$ cat config.mk
export PLATFORM = sky130hd
export DESIGN_NAME = spm_master
export DESIGN_NICKNAME = d
export VERILOG_FILES = /design/src/design/spm_pkg.sv /design/src/design/spm_master.sv /design/src/design/spm_clk_div.sv
export SDC_FILE = /design/constraint.sdc
export NUM_CORES = 1
export LEC_CHECK = 0
export ABC_CLOCK_PERIOD_IN_PS = 4380
export BUFFER_PORTS_ARGS = -buffer_cell sky130_fd_sc_hd__buf_2
export CAP_MARGIN = 40
export CORE_ASPECT_RATIO = 0.6
export CORE_MARGIN = 2
export CORE_UTILIZATION = 40
export CTS_BUF_LIST = sky130_fd_sc_hd__clkbuf_8 sky130_fd_sc_hd__clkbuf_16
export CTS_CLUSTER_SIZE = 28
export DETAILED_ROUTE_END_ITERATION = 16
export PLACE_DENSITY = 0.69
export SYNTH_ARGS = -nofsm -noshare
export SYNTH_HDL_FRONTEND = slang
export SYNTH_SLANG_ARGS = --single-unit
$ cat constraint.sdc
create_clock -name i_sys_clk -period 4.38 [get_ports i_sys_clk]
set_clock_uncertainty 0.05 [all_clocks]
set_input_delay 0.438 -clock i_sys_clk [delete_from_list [all_inputs] [get_ports i_sys_clk]]
set_output_delay 0.438 -clock i_sys_clk [all_outputs]
set_load 0.01 [all_outputs]
$ cat src/design/spm_pkg.sv
// Purpose: Shared constants for the SPI master chip-select and clock
//          timing block.
// Assumes: One interface clock; configuration words arrive as plain ports.
// Notes:   Field positions, cycle counts and two reset values live here; the checker repeats some.
package spm_pkg;

    // ****************************************************************
    // Configuration word layout
    // ****************************************************************
    localparam int unsigned GCR_MASTER_BIT    = 0;
    localparam int unsigned FMT_PRESCALE_LSB  = 8;
    localparam int unsigned FMT_PRESCALE_MSB  = 15;
    localparam int unsigned FMT_PHASE_BIT     = 16;
    localparam int unsigned FMT_POLARITY_BIT  = 17;
    localparam int unsigned DLY_T2C_LSB       = 16;
    localparam int unsigned DLY_T2C_MSB       = 23;
    localparam int unsigned DLY_C2T_LSB       = 24;
    localparam int unsigned DLY_C2T_MSB       = 31;

    // ****************************************************************
    // Timing figures, in interface clock cycles except the clock period in ns
    // ****************************************************************
    localparam int unsigned CLK_PERIOD_NS     = 40;
    localparam logic [8:0]  LEAD_EXTRA_FREE   = 9'h002;
    localparam logic [8:0]  LEAD_EXTRA_KEEP   = 9'h003;
    localparam logic [8:0]  TAIL_EXTRA        = 9'h001;
    localparam logic [8:0]  MIN_PERIOD        = 9'h002;

    // ****************************************************************
    // Character size and reset values
    // ****************************************************************
    localparam int unsigned CHAR_BITS         = 8;
    localparam logic [3:0]  CHAR_BITS_CNT     = 4'h8;
    localparam logic [7:0]  RX_RESET          = 8'h00;
    localparam logic        CS_N_RESET        = 1'b1;

    // ****************************************************************
    // Sequencer states
    // ****************************************************************
    typedef enum logic [2:0] {
        SPM_IDLE,
        SPM_LEAD,
        SPM_SHIFT,
        SPM_TAIL,
        SPM_HOLD
    } spm_state_t;

endpackage

$ cat src/design/spm_master.sv
// Purpose: SPI master with programmable serial clock and chip-select
//          delays around each character (clock phase 0).
// Assumes: Configuration words are steady while a character runs.
// Notes:   Eight-bit characters, most significant bit first.
//
// Notes on behaviour
// Serial period is prescale plus one; zero gives two.
// Prescale sits in format bits 15 to 8.
// Polarity bit 17 sets idle level, active edge.
// Master bit 0 enables; phase bit 16 must be 0.
// Select-to-first-edge wait is delay plus 2 or 3.
// Half period, then delay plus one, then release.
// Delay word carries both chip-select delay counts.
// Software keeps serial period above interface minimum.
`timescale 1ns/1ps
module spm_master
(
    // Clock and reset
    input  wire logic        i_sys_clk,
    input  wire logic        i_rst_n,
    // Configuration
    input  wire logic [31:0] i_global_control_one,
    input  wire logic [31:0] i_data_format_select,
    input  wire logic [31:0] i_delay_config,
    input  wire logic        i_chip_select_keep,
    // Character request and result
    input  wire logic        i_start,
    input  wire logic [7:0]  i_tx_data,
    output logic [7:0]       o_rx_data,
    output logic             o_done,
    output logic             o_busy,
    // Serial pins
    output logic             o_serial_clock_pin,
    output logic             o_mosi,
    input  wire logic        i_miso,
    output logic             o_cs_n
);

    spm_pkg::spm_state_t state_q;
    logic [8:0]  cnt_q;
    logic [3:0]  bits_q;
    logic [7:0]  tx_q;
    logic [7:0]  rx_q;
    logic [7:0]  prescale_q;
    logic        polarity_q;
    logic        keep_q;
    logic        sclk_q;
    logic        mosi_q;
    logic        cs_n_q;
    logic        done_q;
    logic        miso_meta_q;
    logic        miso_sync_q;
    logic        div_half;
    logic        div_full;
    logic        enabled;
    logic        go;
    logic [8:0]  c2t;
    logic [8:0]  t2c;
    logic [8:0]  lead_len;

    // ****************************************************************
    // Configuration decode
    // ****************************************************************
    assign enabled = i_global_control_one[spm_pkg::GCR_MASTER_BIT]
                  && !i_data_format_select[spm_pkg::FMT_PHASE_BIT];
    assign go      = i_start && enabled;
    // Both delay counts come from the one delay word
    assign c2t = {1'b0, i_delay_config[spm_pkg::DLY_C2T_MSB:
                                       spm_pkg::DLY_C2T_LSB]};
    assign t2c = {1'b0, i_delay_config[spm_pkg::DLY_T2C_MSB:
                                       spm_pkg::DLY_T2C_LSB]};
    // Lead wait depends on keep at the time of the request
    assign lead_len = keep_q ? c2t + spm_pkg::LEAD_EXTRA_KEEP
                             : c2t + spm_pkg::LEAD_EXTRA_FREE;

    // ****************************************************************
    // Prescaler, running only while bits are shifted
    // ****************************************************************
    spm_clk_div u_div
    (
        .i_sys_clk  (i_sys_clk),
        .i_rst_n    (i_rst_n),
        .i_run      (state_q == spm_pkg::SPM_SHIFT),
        .i_prescale (prescale_q),
        .o_half     (div_half),
        .o_full     (div_full)
    );

    // ****************************************************************
    // Input synchroniser for the slave data line
    // ****************************************************************
    always_ff @(posedge i_sys_clk)
    begin
        if (!i_rst_n)
        begin
            miso_meta_q <= 1'b0;
            miso_sync_q <= 1'b0;
        end
        else
        begin
            miso_meta_q <= i_miso;
            miso_sync_q <= miso_meta_q;
        end
    end

    // ****************************************************************
    // Per-character settings captured at the request
    // ****************************************************************
    always_ff @(posedge i_sys_clk)
    begin
        if (!i_rst_n)
        begin
            prescale_q <= 8'h00;
            polarity_q <= 1'b0;
            keep_q     <= 1'b0;
        end
        else if (go && (state_q == spm_pkg::SPM_IDLE
                     || state_q == spm_pkg::SPM_HOLD))
        begin
            prescale_q <= i_data_format_select[
                spm_pkg::FMT_PRESCALE_MSB:spm_pkg::FMT_PRESCALE_LSB];
            polarity_q <= i_data_format_select[
                spm_pkg::FMT_POLARITY_BIT];
            keep_q     <= i_chip_select_keep;
        end
        else if (state_q == spm_pkg::SPM_IDLE)
        begin
            // Idle level follows the polarity bit in idle, not while select is held
            polarity_q <= i_data_format_select[
                spm_pkg::FMT_POLARITY_BIT];
        end
    end

    // ****************************************************************
    // Sequencer: lead delay, shifting, tail delay, optional hold
    // ****************************************************************
    always_ff @(posedge i_sys_clk)
    begin
        if (!i_rst_n)
        begin
            state_q <= spm_pkg::SPM_IDLE;
            cnt_q   <= 9'h000;
            cs_n_q  <= spm_pkg::CS_N_RESET;
            done_q  <= 1'b0;
        end
        else
        begin
            done_q <= 1'b0;
            case (state_q)
                spm_pkg::SPM_IDLE:
                begin
                    cs_n_q <= 1'b1;
                    if (go)
                    begin
                        cs_n_q  <= 1'b0;
                        cnt_q   <= 9'h000;
                        state_q <= spm_pkg::SPM_LEAD;
                    end
                end
                spm_pkg::SPM_LEAD:
                begin
                    cnt_q <= cnt_q + 9'h001;
                    if (cnt_q == lead_len - 9'h001)
                    begin
                        state_q <= spm_pkg::SPM_SHIFT;
                    end
                end
                spm_pkg::SPM_SHIFT:
                begin
                    // Full period after last leading edge: half hold
                    if (div_full && bits_q == spm_pkg::CHAR_BITS_CNT)
                    begin
                        cnt_q  <= 9'h000;
                        done_q <= 1'b1;
                        state_q <= keep_q ? spm_pkg::SPM_HOLD
                                          : spm_pkg::SPM_TAIL;
                    end
                end
                spm_pkg::SPM_TAIL:
                begin
                    cnt_q <= cnt_q + 9'h001;
                    if (cnt_q == t2c + spm_pkg::TAIL_EXTRA - 9'h001)
                    begin
                        cs_n_q  <= 1'b1;
                        state_q <= spm_pkg::SPM_IDLE;
                    end
                end
                spm_pkg::SPM_HOLD:
                begin
                    cnt_q <= 9'h000;
                    if (go)
                    begin
                        state_q <= spm_pkg::SPM_LEAD;
                    end
                    else if (!i_chip_select_keep || !enabled)
                    begin
                        state_q <= spm_pkg::SPM_TAIL;
                    end
                end
                default:
                begin
                    state_q <= spm_pkg::SPM_IDLE;
                end
            endcase
        end
    end

    // ****************************************************************
    // Serial clock: leading edge at lead end and at each period end but the last
    // ****************************************************************
    always_ff @(posedge i_sys_clk)
    begin
        if (!i_rst_n)
        begin
            sclk_q <= 1'b0;
        end
        else if (state_q == spm_pkg::SPM_LEAD
              && cnt_q == lead_len - 9'h001)
        begin
            sclk_q <= !polarity_q;
        end
        else if (state_q == spm_pkg::SPM_SHIFT && div_full
              && bits_q != spm_pkg::CHAR_BITS_CNT)
        begin
            sclk_q <= !polarity_q;
        end
        else if (state_q == spm_pkg::SPM_SHIFT && div_half)
        begin
            sclk_q <= polarity_q;
        end
        else if (state_q != spm_pkg::SPM_SHIFT)
        begin
            sclk_q <= polarity_q;
        end
    end

    // ****************************************************************
    // Data path: sample on leading edge, shift on trailing edge
    // ****************************************************************
    always_ff @(posedge i_sys_clk)
    begin
        if (!i_rst_n)
        begin
            bits_q <= 4'h0;
            tx_q   <= 8'h00;
            rx_q   <= spm_pkg::RX_RESET;
            mosi_q <= 1'b0;
        end
        else if (go && (state_q == spm_pkg::SPM_IDLE
                     || state_q == spm_pkg::SPM_HOLD))
        begin
            // First bit valid before the first edge
            bits_q <= 4'h0;
            tx_q   <= {i_tx_data[6:0], 1'b0};
            mosi_q <= i_tx_data[7];
        end
        else if ((state_q == spm_pkg::SPM_LEAD
               && cnt_q == lead_len - 9'h001)
              || (state_q == spm_pkg::SPM_SHIFT && div_full
               && bits_q != spm_pkg::CHAR_BITS_CNT))
        begin
            rx_q   <= {rx_q[6:0], miso_sync_q};
            bits_q <= bits_q + 4'h1;
        end
        else if (state_q == spm_pkg::SPM_SHIFT && div_half
              && bits_q != spm_pkg::CHAR_BITS_CNT)
        begin
            mosi_q <= tx_q[7];
            tx_q   <= {tx_q[6:0], 1'b0};
        end
    end

    // ****************************************************************
    // Outputs
    // ****************************************************************
    assign o_serial_clock_pin = sclk_q;
    assign o_mosi             = mosi_q;
    assign o_cs_n             = cs_n_q;
    assign o_rx_data          = rx_q;
    assign o_done             = done_q;
    assign o_busy             = (state_q == spm_pkg::SPM_LEAD)
                             || (state_q == spm_pkg::SPM_SHIFT)
                             || (state_q == spm_pkg::SPM_TAIL);

endmodule

$ cat src/design/spm_clk_div.sv
// Purpose: Serial clock prescaler; marks mid-period and end-of-period.
// Assumes: i_run rises in the same cycle as a leading serial clock edge.
// Notes:   Period is prescale plus one, with two cycles as the floor.
`timescale 1ns/1ps
module spm_clk_div
(
    // Clock and reset
    input  wire logic       i_sys_clk,
    input  wire logic       i_rst_n,
    // Control
    input  wire logic       i_run,
    input  wire logic [7:0] i_prescale,
    // Edge enables
    output logic            o_half,
    output logic            o_full
);

    logic [8:0] period;
    logic [8:0] first_len;
    logic [7:0] cnt_q;

    // ****************************************************************
    // Period and first-half length
    // ****************************************************************
    always_comb
    begin
        period = {1'b0, i_prescale} + 9'h001;
        if (i_prescale == 8'h00)
        begin
            period = spm_pkg::MIN_PERIOD;
        end
        first_len = period - {1'b0, period[8:1]};
    end

    // Enables at the end of each half
    assign o_half = i_run && ({1'b0, cnt_q} == first_len - 9'h001);
    assign o_full = i_run && ({1'b0, cnt_q} == period - 9'h001);

    // ****************************************************************
    // Cycle counter, cleared while stopped
    // ****************************************************************
    always_ff @(posedge i_sys_clk)
    begin
        if (!i_rst_n || !i_run || o_full)
        begin
            cnt_q <= 8'h00;
        end
        else
        begin
            cnt_q <= cnt_q + 8'h01;
        end
    end

endmodule

Word-level counts from Yosys, hierarchy flattened --
Cells that the tools add are included.
Cells by class: bitwise gates (word level) 2, $add $sub $neg 12, multiplexer cells 29, eq/ne operators 17, reductions and logical operators 39
Operator list (count):
- $mux 9 | 4
- $pmux 9 s4 | 1
- $sub 9x1->9 const B | 4
- $mux 8 | 3
- $mux 3 | 7
- $add 8x1->9 const B | 2
- $add 8x2->9 const B | 2
- $eq 8x9->1 | 2
- $eq 9x9->1 | 2
- $pmux 3 s5 | 1
- $mux 1 | 12
- $logic_and 1x1->1 | 11
- $ne 2x2->1 const B | 5
- $add 9x1->9 const B | 1
- $sub 9x8->9 | 1
- $add 8x1->8 const B | 1
- $logic_not 8->1 | 1
- $reduce_and 2->1 | 4
- $reduce_bool 4->1 | 2
- $logic_or 1x1->1 | 7
- $eq 3x2->1 const B | 2
- $logic_not 1->1 | 6
- $ne 3x2->1 const B | 2
- $reduce_bool 2->1 | 3
- other kinds (11) | 13
Storage, ports and cells: output and inout bits 13, register bits after elaboration 55, word-level logic and storage cells 114, input bits 109

Depth between registers and ports, before layout --
word-level depth 11, depth in mapped cells 17, gate-level depth less buffers 16

Modules after synthesis --
From an unflattened synthesis, not the netlist that was laid out.
Unflattened totals: cell total of the unflattened synthesis 529, area total of the unflattened synthesis 4314.1 um^2
Modules (own cells, without submodules):
- spm_master | seq. area each 940.9 um^2, times used 1, cells an instance 346, area each 2790.2 um^2
- spm_clk_div | seq. area each 160.2 um^2, times used 1, cells an instance 183, area each 1524.0 um^2

Worst setup path before layout --
OpenSTA, ideal clock, no wires.
kind register -> register, start reg prescale_q[0], end reg mosi_q (netlist: o_mosi), path buffers 1, cell stages (with the launch flop) 17, arrival time 3146 ps, clock period less this slack 3328 ps, setup slack 1052 ps, data required time 4198 ps, library setup time 132 ps, cells stage by stage dfxtp_1 -> inv_1 -> ha_1 -> nor4b_4 -> a21oi_1 -> nand2_1 -> fa_1 -> o21bai_1 -> a21o_1 -> xnor2_1 -> a211oi_1 -> nand4_1 -> nor3_1 -> and4_1 -> buf_4 -> mux2i_1 -> a21oi_1
On the way: cells in the longest elaborated chain, start to end 10, elaborated cells between the ends (all ways) 18, those cells by class 4 x add/sub; 3 x eq/ne; 1 x mux; 10 x reduce/logical
RTL lines:
- start, declared | RTL line spm_master.sv:44 | logic [7:0] prescale_q;
- start signal, assigned | RTL line spm_master.sv:120 | prescale_q <= i_data_format_select[
- $add 8x1->9 or $logic_not 8->1 (tied branches) | RTL line spm_clk_div.sv:27, spm_clk_div.sv:28
- $mux 9 * | RTL line spm_clk_div.sv:28 | if (i_prescale == 8'h00)
- $sub 9x8->9 or $sub 9x1->9 (tied branches) | RTL line spm_clk_div.sv:32, spm_clk_div.sv:37
- $sub 9x1->9 or $eq 8x9->1 (tied branches) | RTL line spm_clk_div.sv:36, spm_clk_div.sv:37
- $eq 8x9->1 or $logic_and 1x1->1 (tied branches) | RTL line spm_clk_div.sv:36, spm_clk_div.sv:37
- $logic_and 1x1->1 (on tied branches) | RTL line spm_clk_div.sv:36, spm_master.sv:259
- $logic_and 1x1->1 (on tied branches) | RTL line spm_master.sv:265, spm_master.sv:260
- $logic_and 1x1->1 or $logic_or 1x1->1 (tied branches) | RTL line spm_master.sv:266, spm_master.sv:259
- $reduce_bool 2->1 (no line) or $ne 2x2->1 (tied branches)
- $reduce_and 2->1 (no line) *
- end signal, assigned | RTL line spm_master.sv:255 | mosi_q <= i_tx_data[7];
- end signal, assigned | RTL line spm_master.sv:268 | mosi_q <= tx_q[7];
- end, declared | RTL line spm_master.sv:48 | logic mosi_q;
Every way passes the cells marked *; elsewhere a longest branch is shown, timed or not. A chain may end at the register's enable or synchronous reset.

Worst setup path in the final report --
Ends and elaborated chain as after synthesis.

==> Flow_metrics.wiki <==
{| class="wikitable"
! Metric !! Value
|-
| Mean area per synthesized cell || 8.44 µm²
|-
| Part of the power in combinational logic || 23.4%
|-
| Global-route wire length before repair || 16,000 µm
|-
| Flop and latch count out of synthesis || 55
|-
| Number of buffers added by the clock tree synthesis step || 5
|-
| PnR worst setup slack || 318 ps
|-
| Final-layout setup total negative slack || 0 ps
|-
| End point of the worst hold path || miso_meta_q
|-
| Ordered list of cells on the worst path || inv_1 -> ha_1 -> nor4b_4 -> nand2_1 -> nand2_1 -> inv_1 -> fa_1 -> o21bai_1 -> a21o_1 -> xnor2_1 -> a211oi_1 -> nand4_1 -> nor3_1 -> and4_1 -> buf_4 -> mux2i_1 -> a21oi_1
|-
| CTS tree || done
|-
| Final number of max-transition violations || 0
|-
| Final net count || 664
|-
| Worst Path Buf+Inv || 3
|-
| Status || finished clean
|-
| Via count of the first global-routing pass || 3,418
|-
| Detailed-route wire length || 9680 µm
|-
| Worst R2R Setup Slack || 320 ps
|-
| Sw Ratio || 29.6%
|-
| Critical Path Max Stage Delay || 480 ps
|-
| Final hold violations || 0
|-
| Core box area || 9910 µm²
|-
| Yosys top cell area share || 26.8%
|-
| Beginning of the worst register-to-register path || prescale_q[0]
|-
| CTS resizes || 0
|-
| Met2 Track Usage GR || 27.8%
|-
| Root buf cell || sky130_fd_sc_hd__clkbuf_16
|-
| Detailed router's first-iteration violation count || 189
|-
| # diodes || 0
|-
| Total congestion overflow after global routing || 0
|-
| Hold WS || 297 ps
|-
| Sequential share of power || 42.7%
|-
| Global placement routability congestion || 0.964
|-
| DP Worst Slack || 337 ps
|-
| Part of the total power dissipated in the clock network || 33.9%
|-
| Number of iterations in the first detailed-routing pass || 4
|-
| RSZ-0062 raised after global routing || no
|-
| Endpoint required time on the critical path || 4500 ps
|-
| Port Buf Inserts || 52
|-
| Remaining number of nets flagged by the antenna check after routing || 0
|-
| Peak fanout along the critical path || 8
|-
| Number of primary I/O pins || 122
|-
| Cell count after synthesis || 487
|-
| Die height || 82.5 µm
|-
| Most heavily used metal layer in global routing || met2
|-
| Buffers inserted during post-CTS setup optimization || 0
|-
| Final worst path period share || 92.7%
|-
| Critical path's slowest cell || sky130_fd_sc_hd__fa_1
|-
| Number of antenna violations at the first check in global routing || 0
|-
| CTS H-tree lvls || 2
|-
| Number of warning messages in the yosys log || 0
|-
| Kind of end point of the critical path || register
|-
| Max_slew headroom || 46.7%
|-
| Final setup violation count || 0
|-
| Arrival time of the worst setup path || 4180 ps
|-
| Count of standard-cell rows || 28
|-
| PD cells || 270 nW/µm²
|-
| Core utilization of the finished layout || 46.5%
|-
| Most used flip-flop cell after synthesis || sky130_fd_sc_hd__dfxtp_1
|-
| Sequential fraction of the synthesis area || 26.8%
|-
| Number of sinks driven by the clock tree || 55
|-
| Dominant delay contributor by cell family on the critical path || simple AND/OR/NAND/NOR gates
|-
| Synthesized Nets || 623
|-
| Worst IR drop on VDD || 0.000194 V
|-
| Worst-Skew Late Latency || 300 ps
|-
| GR met3 Demand/Resource || 4.40%
|-
| Ratio of cells with drive above 1 in the final layout || 14.4%
|-
| Clock slew at the register clock pins of the worst setup and hold paths || 70 ps
|-
| Total GRT Usage || 17.9%
|-
| Worst Hold Depth || 2
|-
| Leakage power figure || 1.93 nW
|-
| Remaining DRCs || 0
|-
| Async set-reset flop share out of synthesis || 0%
|-
| Die Span X || 135 µm
|-
| Critical register-to-register path endpoint || o_mosi
|-
| Number of max-cap violations || 0
|-
| Number of enable flip-flop cells after synthesis || 0
|-
| Power spent charging and discharging nets || 0.369 mW
|-
| Leading cell types in the layout, fill and taps excluded || 55 x sky130_fd_sc_hd__dfxtp_1, 52 x sky130_fd_sc_hd__buf_2, 41 x sky130_fd_sc_hd__nand2_1
|-
| Worst-margin pin slew || 796 ps
|-
| DIE AREA || 11,100 µm²
|-
| Buffers from clock root to sink, at most || 2
|-
| M1 GR Usage || 25.2%
|-
| Maximum number of pins on one net before global-route repair || 39
|-
| Internal Pwr Total || 0.876 mW
|-
| WL per Instance || 14.6 µm
|-
| Combined area of all synthesized cells || 4110 µm²
|-
| Leading cell type in the layout, fill and taps excluded || sky130_fd_sc_hd__dfxtp_1
|-
| CP startpoint kind || register
|-
| F_max || 246 MHz
|-
| Via total after detailed routing || 3,507
|-
| Final worst path period need || 4060 ps
|-
| Quantity of hold-fixing buffers added after cts || 0
|-
| Hold/Removal Path Class || input pin to register
|-
| Cell type with the largest total area after synthesis || sky130_fd_sc_hd__dfxtp_1
|-
| Initial Utilization || 41.5%
|-
| Setup Crit Path Kind || register to register
|-
| Most area-consuming cells after synthesis || sky130_fd_sc_hd__dfxtp_1 27%, sky130_fd_sc_hd__xnor2_1 8.1%, sky130_fd_sc_hd__ha_1 7.9%, sky130_fd_sc_hd__xor2_1 6.2%, sky130_fd_sc_hd__mux2i_1 4.9%
|-
| Worst-case reg-to-reg path depth || 17
|-
| Via-to-Cell Ratio || 5.28
|-
| Post-DP HPWL || 7640 µm
|-
| Count of unique library cells instantiated by Yosys || 66
|-
| Startpoint of the worst hold path || i_miso
|-
| Area growth from synthesis to layout || 12.2%
|}
[worst max path at each step]
stage / startpoint / end / slack [ps] / depth (start not counted)
after floorplan: prescale_q[0] / o_mosi / 1050 / 16
after global placement: prescale_q[0] / tx_q[5] / 440 / 17
after detailed placement: prescale_q[0] / o_mosi / 340 / 17
after CTS: prescale_q[0] / o_mosi / 300 / 17
after global routing: prescale_q[0] / tx_q[5] / 70 / 17
final: prescale_q[0] / o_mosi / 320 / 17
[cell type report]
class	instances	area, µm²
Multi-Input combinational cell	388	2820
Fill cell	983	5300
Clock inverter	2	20.0
Clock buffer	6	139
Inverter	23	86.3
Tap cell	135	169
Timing Repair Buffer	55	283
Sequential cell	55	1100
[synth_stat cells (2+ instances only)]
master and n:
sky130_fd_sc_hd__xor2_1 29, sky130_fd_sc_hd__nand3_1 17, sky130_fd_sc_hd__nor2b_1 13, sky130_fd_sc_hd__or2_2 2, sky130_fd_sc_hd__nor2_1 35, sky130_fd_sc_hd__and3_1 8, sky130_fd_sc_hd__o21bai_1 3, sky130_fd_sc_hd__nand2b_1 9
sky130_fd_sc_hd__o31ai_1 2, sky130_fd_sc_hd__inv_1 23, sky130_fd_sc_hd__or3_1 7, sky130_fd_sc_hd__nand4_1 13, sky130_fd_sc_hd__a211o_1 2, sky130_fd_sc_hd__a211oi_1 3, sky130_fd_sc_hd__xnor3_1 3, sky130_fd_sc_hd__nor4_1 4
sky130_fd_sc_hd__dfxtp_1 55, sky130_fd_sc_hd__mux2i_1 20, sky130_fd_sc_hd__clkbuf_1 14, sky130_fd_sc_hd__buf_6 3, sky130_fd_sc_hd__buf_2 3, sky130_fd_sc_hd__o21ai_0 18, sky130_fd_sc_hd__nor3b_1 2, sky130_fd_sc_hd__nand2_1 41
sky130_fd_sc_hd__a21boi_0 10, sky130_fd_sc_hd__o31a_1 3, sky130_fd_sc_hd__xnor2_1 38, sky130_fd_sc_hd__and2_1 7, sky130_fd_sc_hd__and4_1 3, sky130_fd_sc_hd__a21oi_1 23, sky130_fd_sc_hd__nor3_1 8, sky130_fd_sc_hd__nand3b_1 5
sky130_fd_sc_hd__a31oi_1 2, sky130_fd_sc_hd__o2111ai_1 2, sky130_fd_sc_hd__ha_1 26
[cell families (layout without fill, tap and decap cells)]
group,count (synthesis),in the layout,share of synthesized area [%]
flops,55,55,26.8
simple gates,184,184,24.2
mux,20,20,4.87
buf+inv,44,86,4.75
xor+xnor,71,71,16.5
fa+ha+maj,27,27,8.40
compound gates,86,86,14.5
[registers in the layout (all words and copies together) (netlist names)]
register            cells
bits_q                  4
cnt_q                   9
keep_q                  1
miso_meta_q             1
miso_sync_q             1
o_cs_n                  1
o_done                  1
o_mosi                  1
o_rx_data               8
o_serial_clock_pin      1
polarity_q              1
prescale_q              8
state_q                 3
tx_q                    7
u_div.cnt_q             8
[routing by layer]
metal	part of all wire (%)	routed length, µm	up-vias
li1	-	-	1785
met1	51	4970	1626
met2	42	4070	92
met3	6.3	608	4
met4	0.28	27	0
met5	0	0	-
[metrics by stage]
stage | power [mW] | instance area, µm² | std cells
floorplan | 0.752 | 4110 | 487
global placement | 0.818 | 4450 | 656
detailed placement | 0.831 | 4450 | 656
CTS | 1.25 | 4610 | 664
global route | 1.31 | 4610 | 664
finish | 1.25 | 4610 | 664
[power groups by stage]
stage / clock network, mW / registers, mW / logic (mW)
after global routing: 0.449 / 0.534 / 0.323
after detailed placement: 0 / 0.543 / 0.287
after floorplan: 0 / 0.537 / 0.215
after CTS: 0.429 / 0.532 / 0.290
after global placement: 0 / 0.542 / 0.276
final: 0.422 / 0.532 / 0.292
No activity file was read; power rests on OpenSTA's default activity.
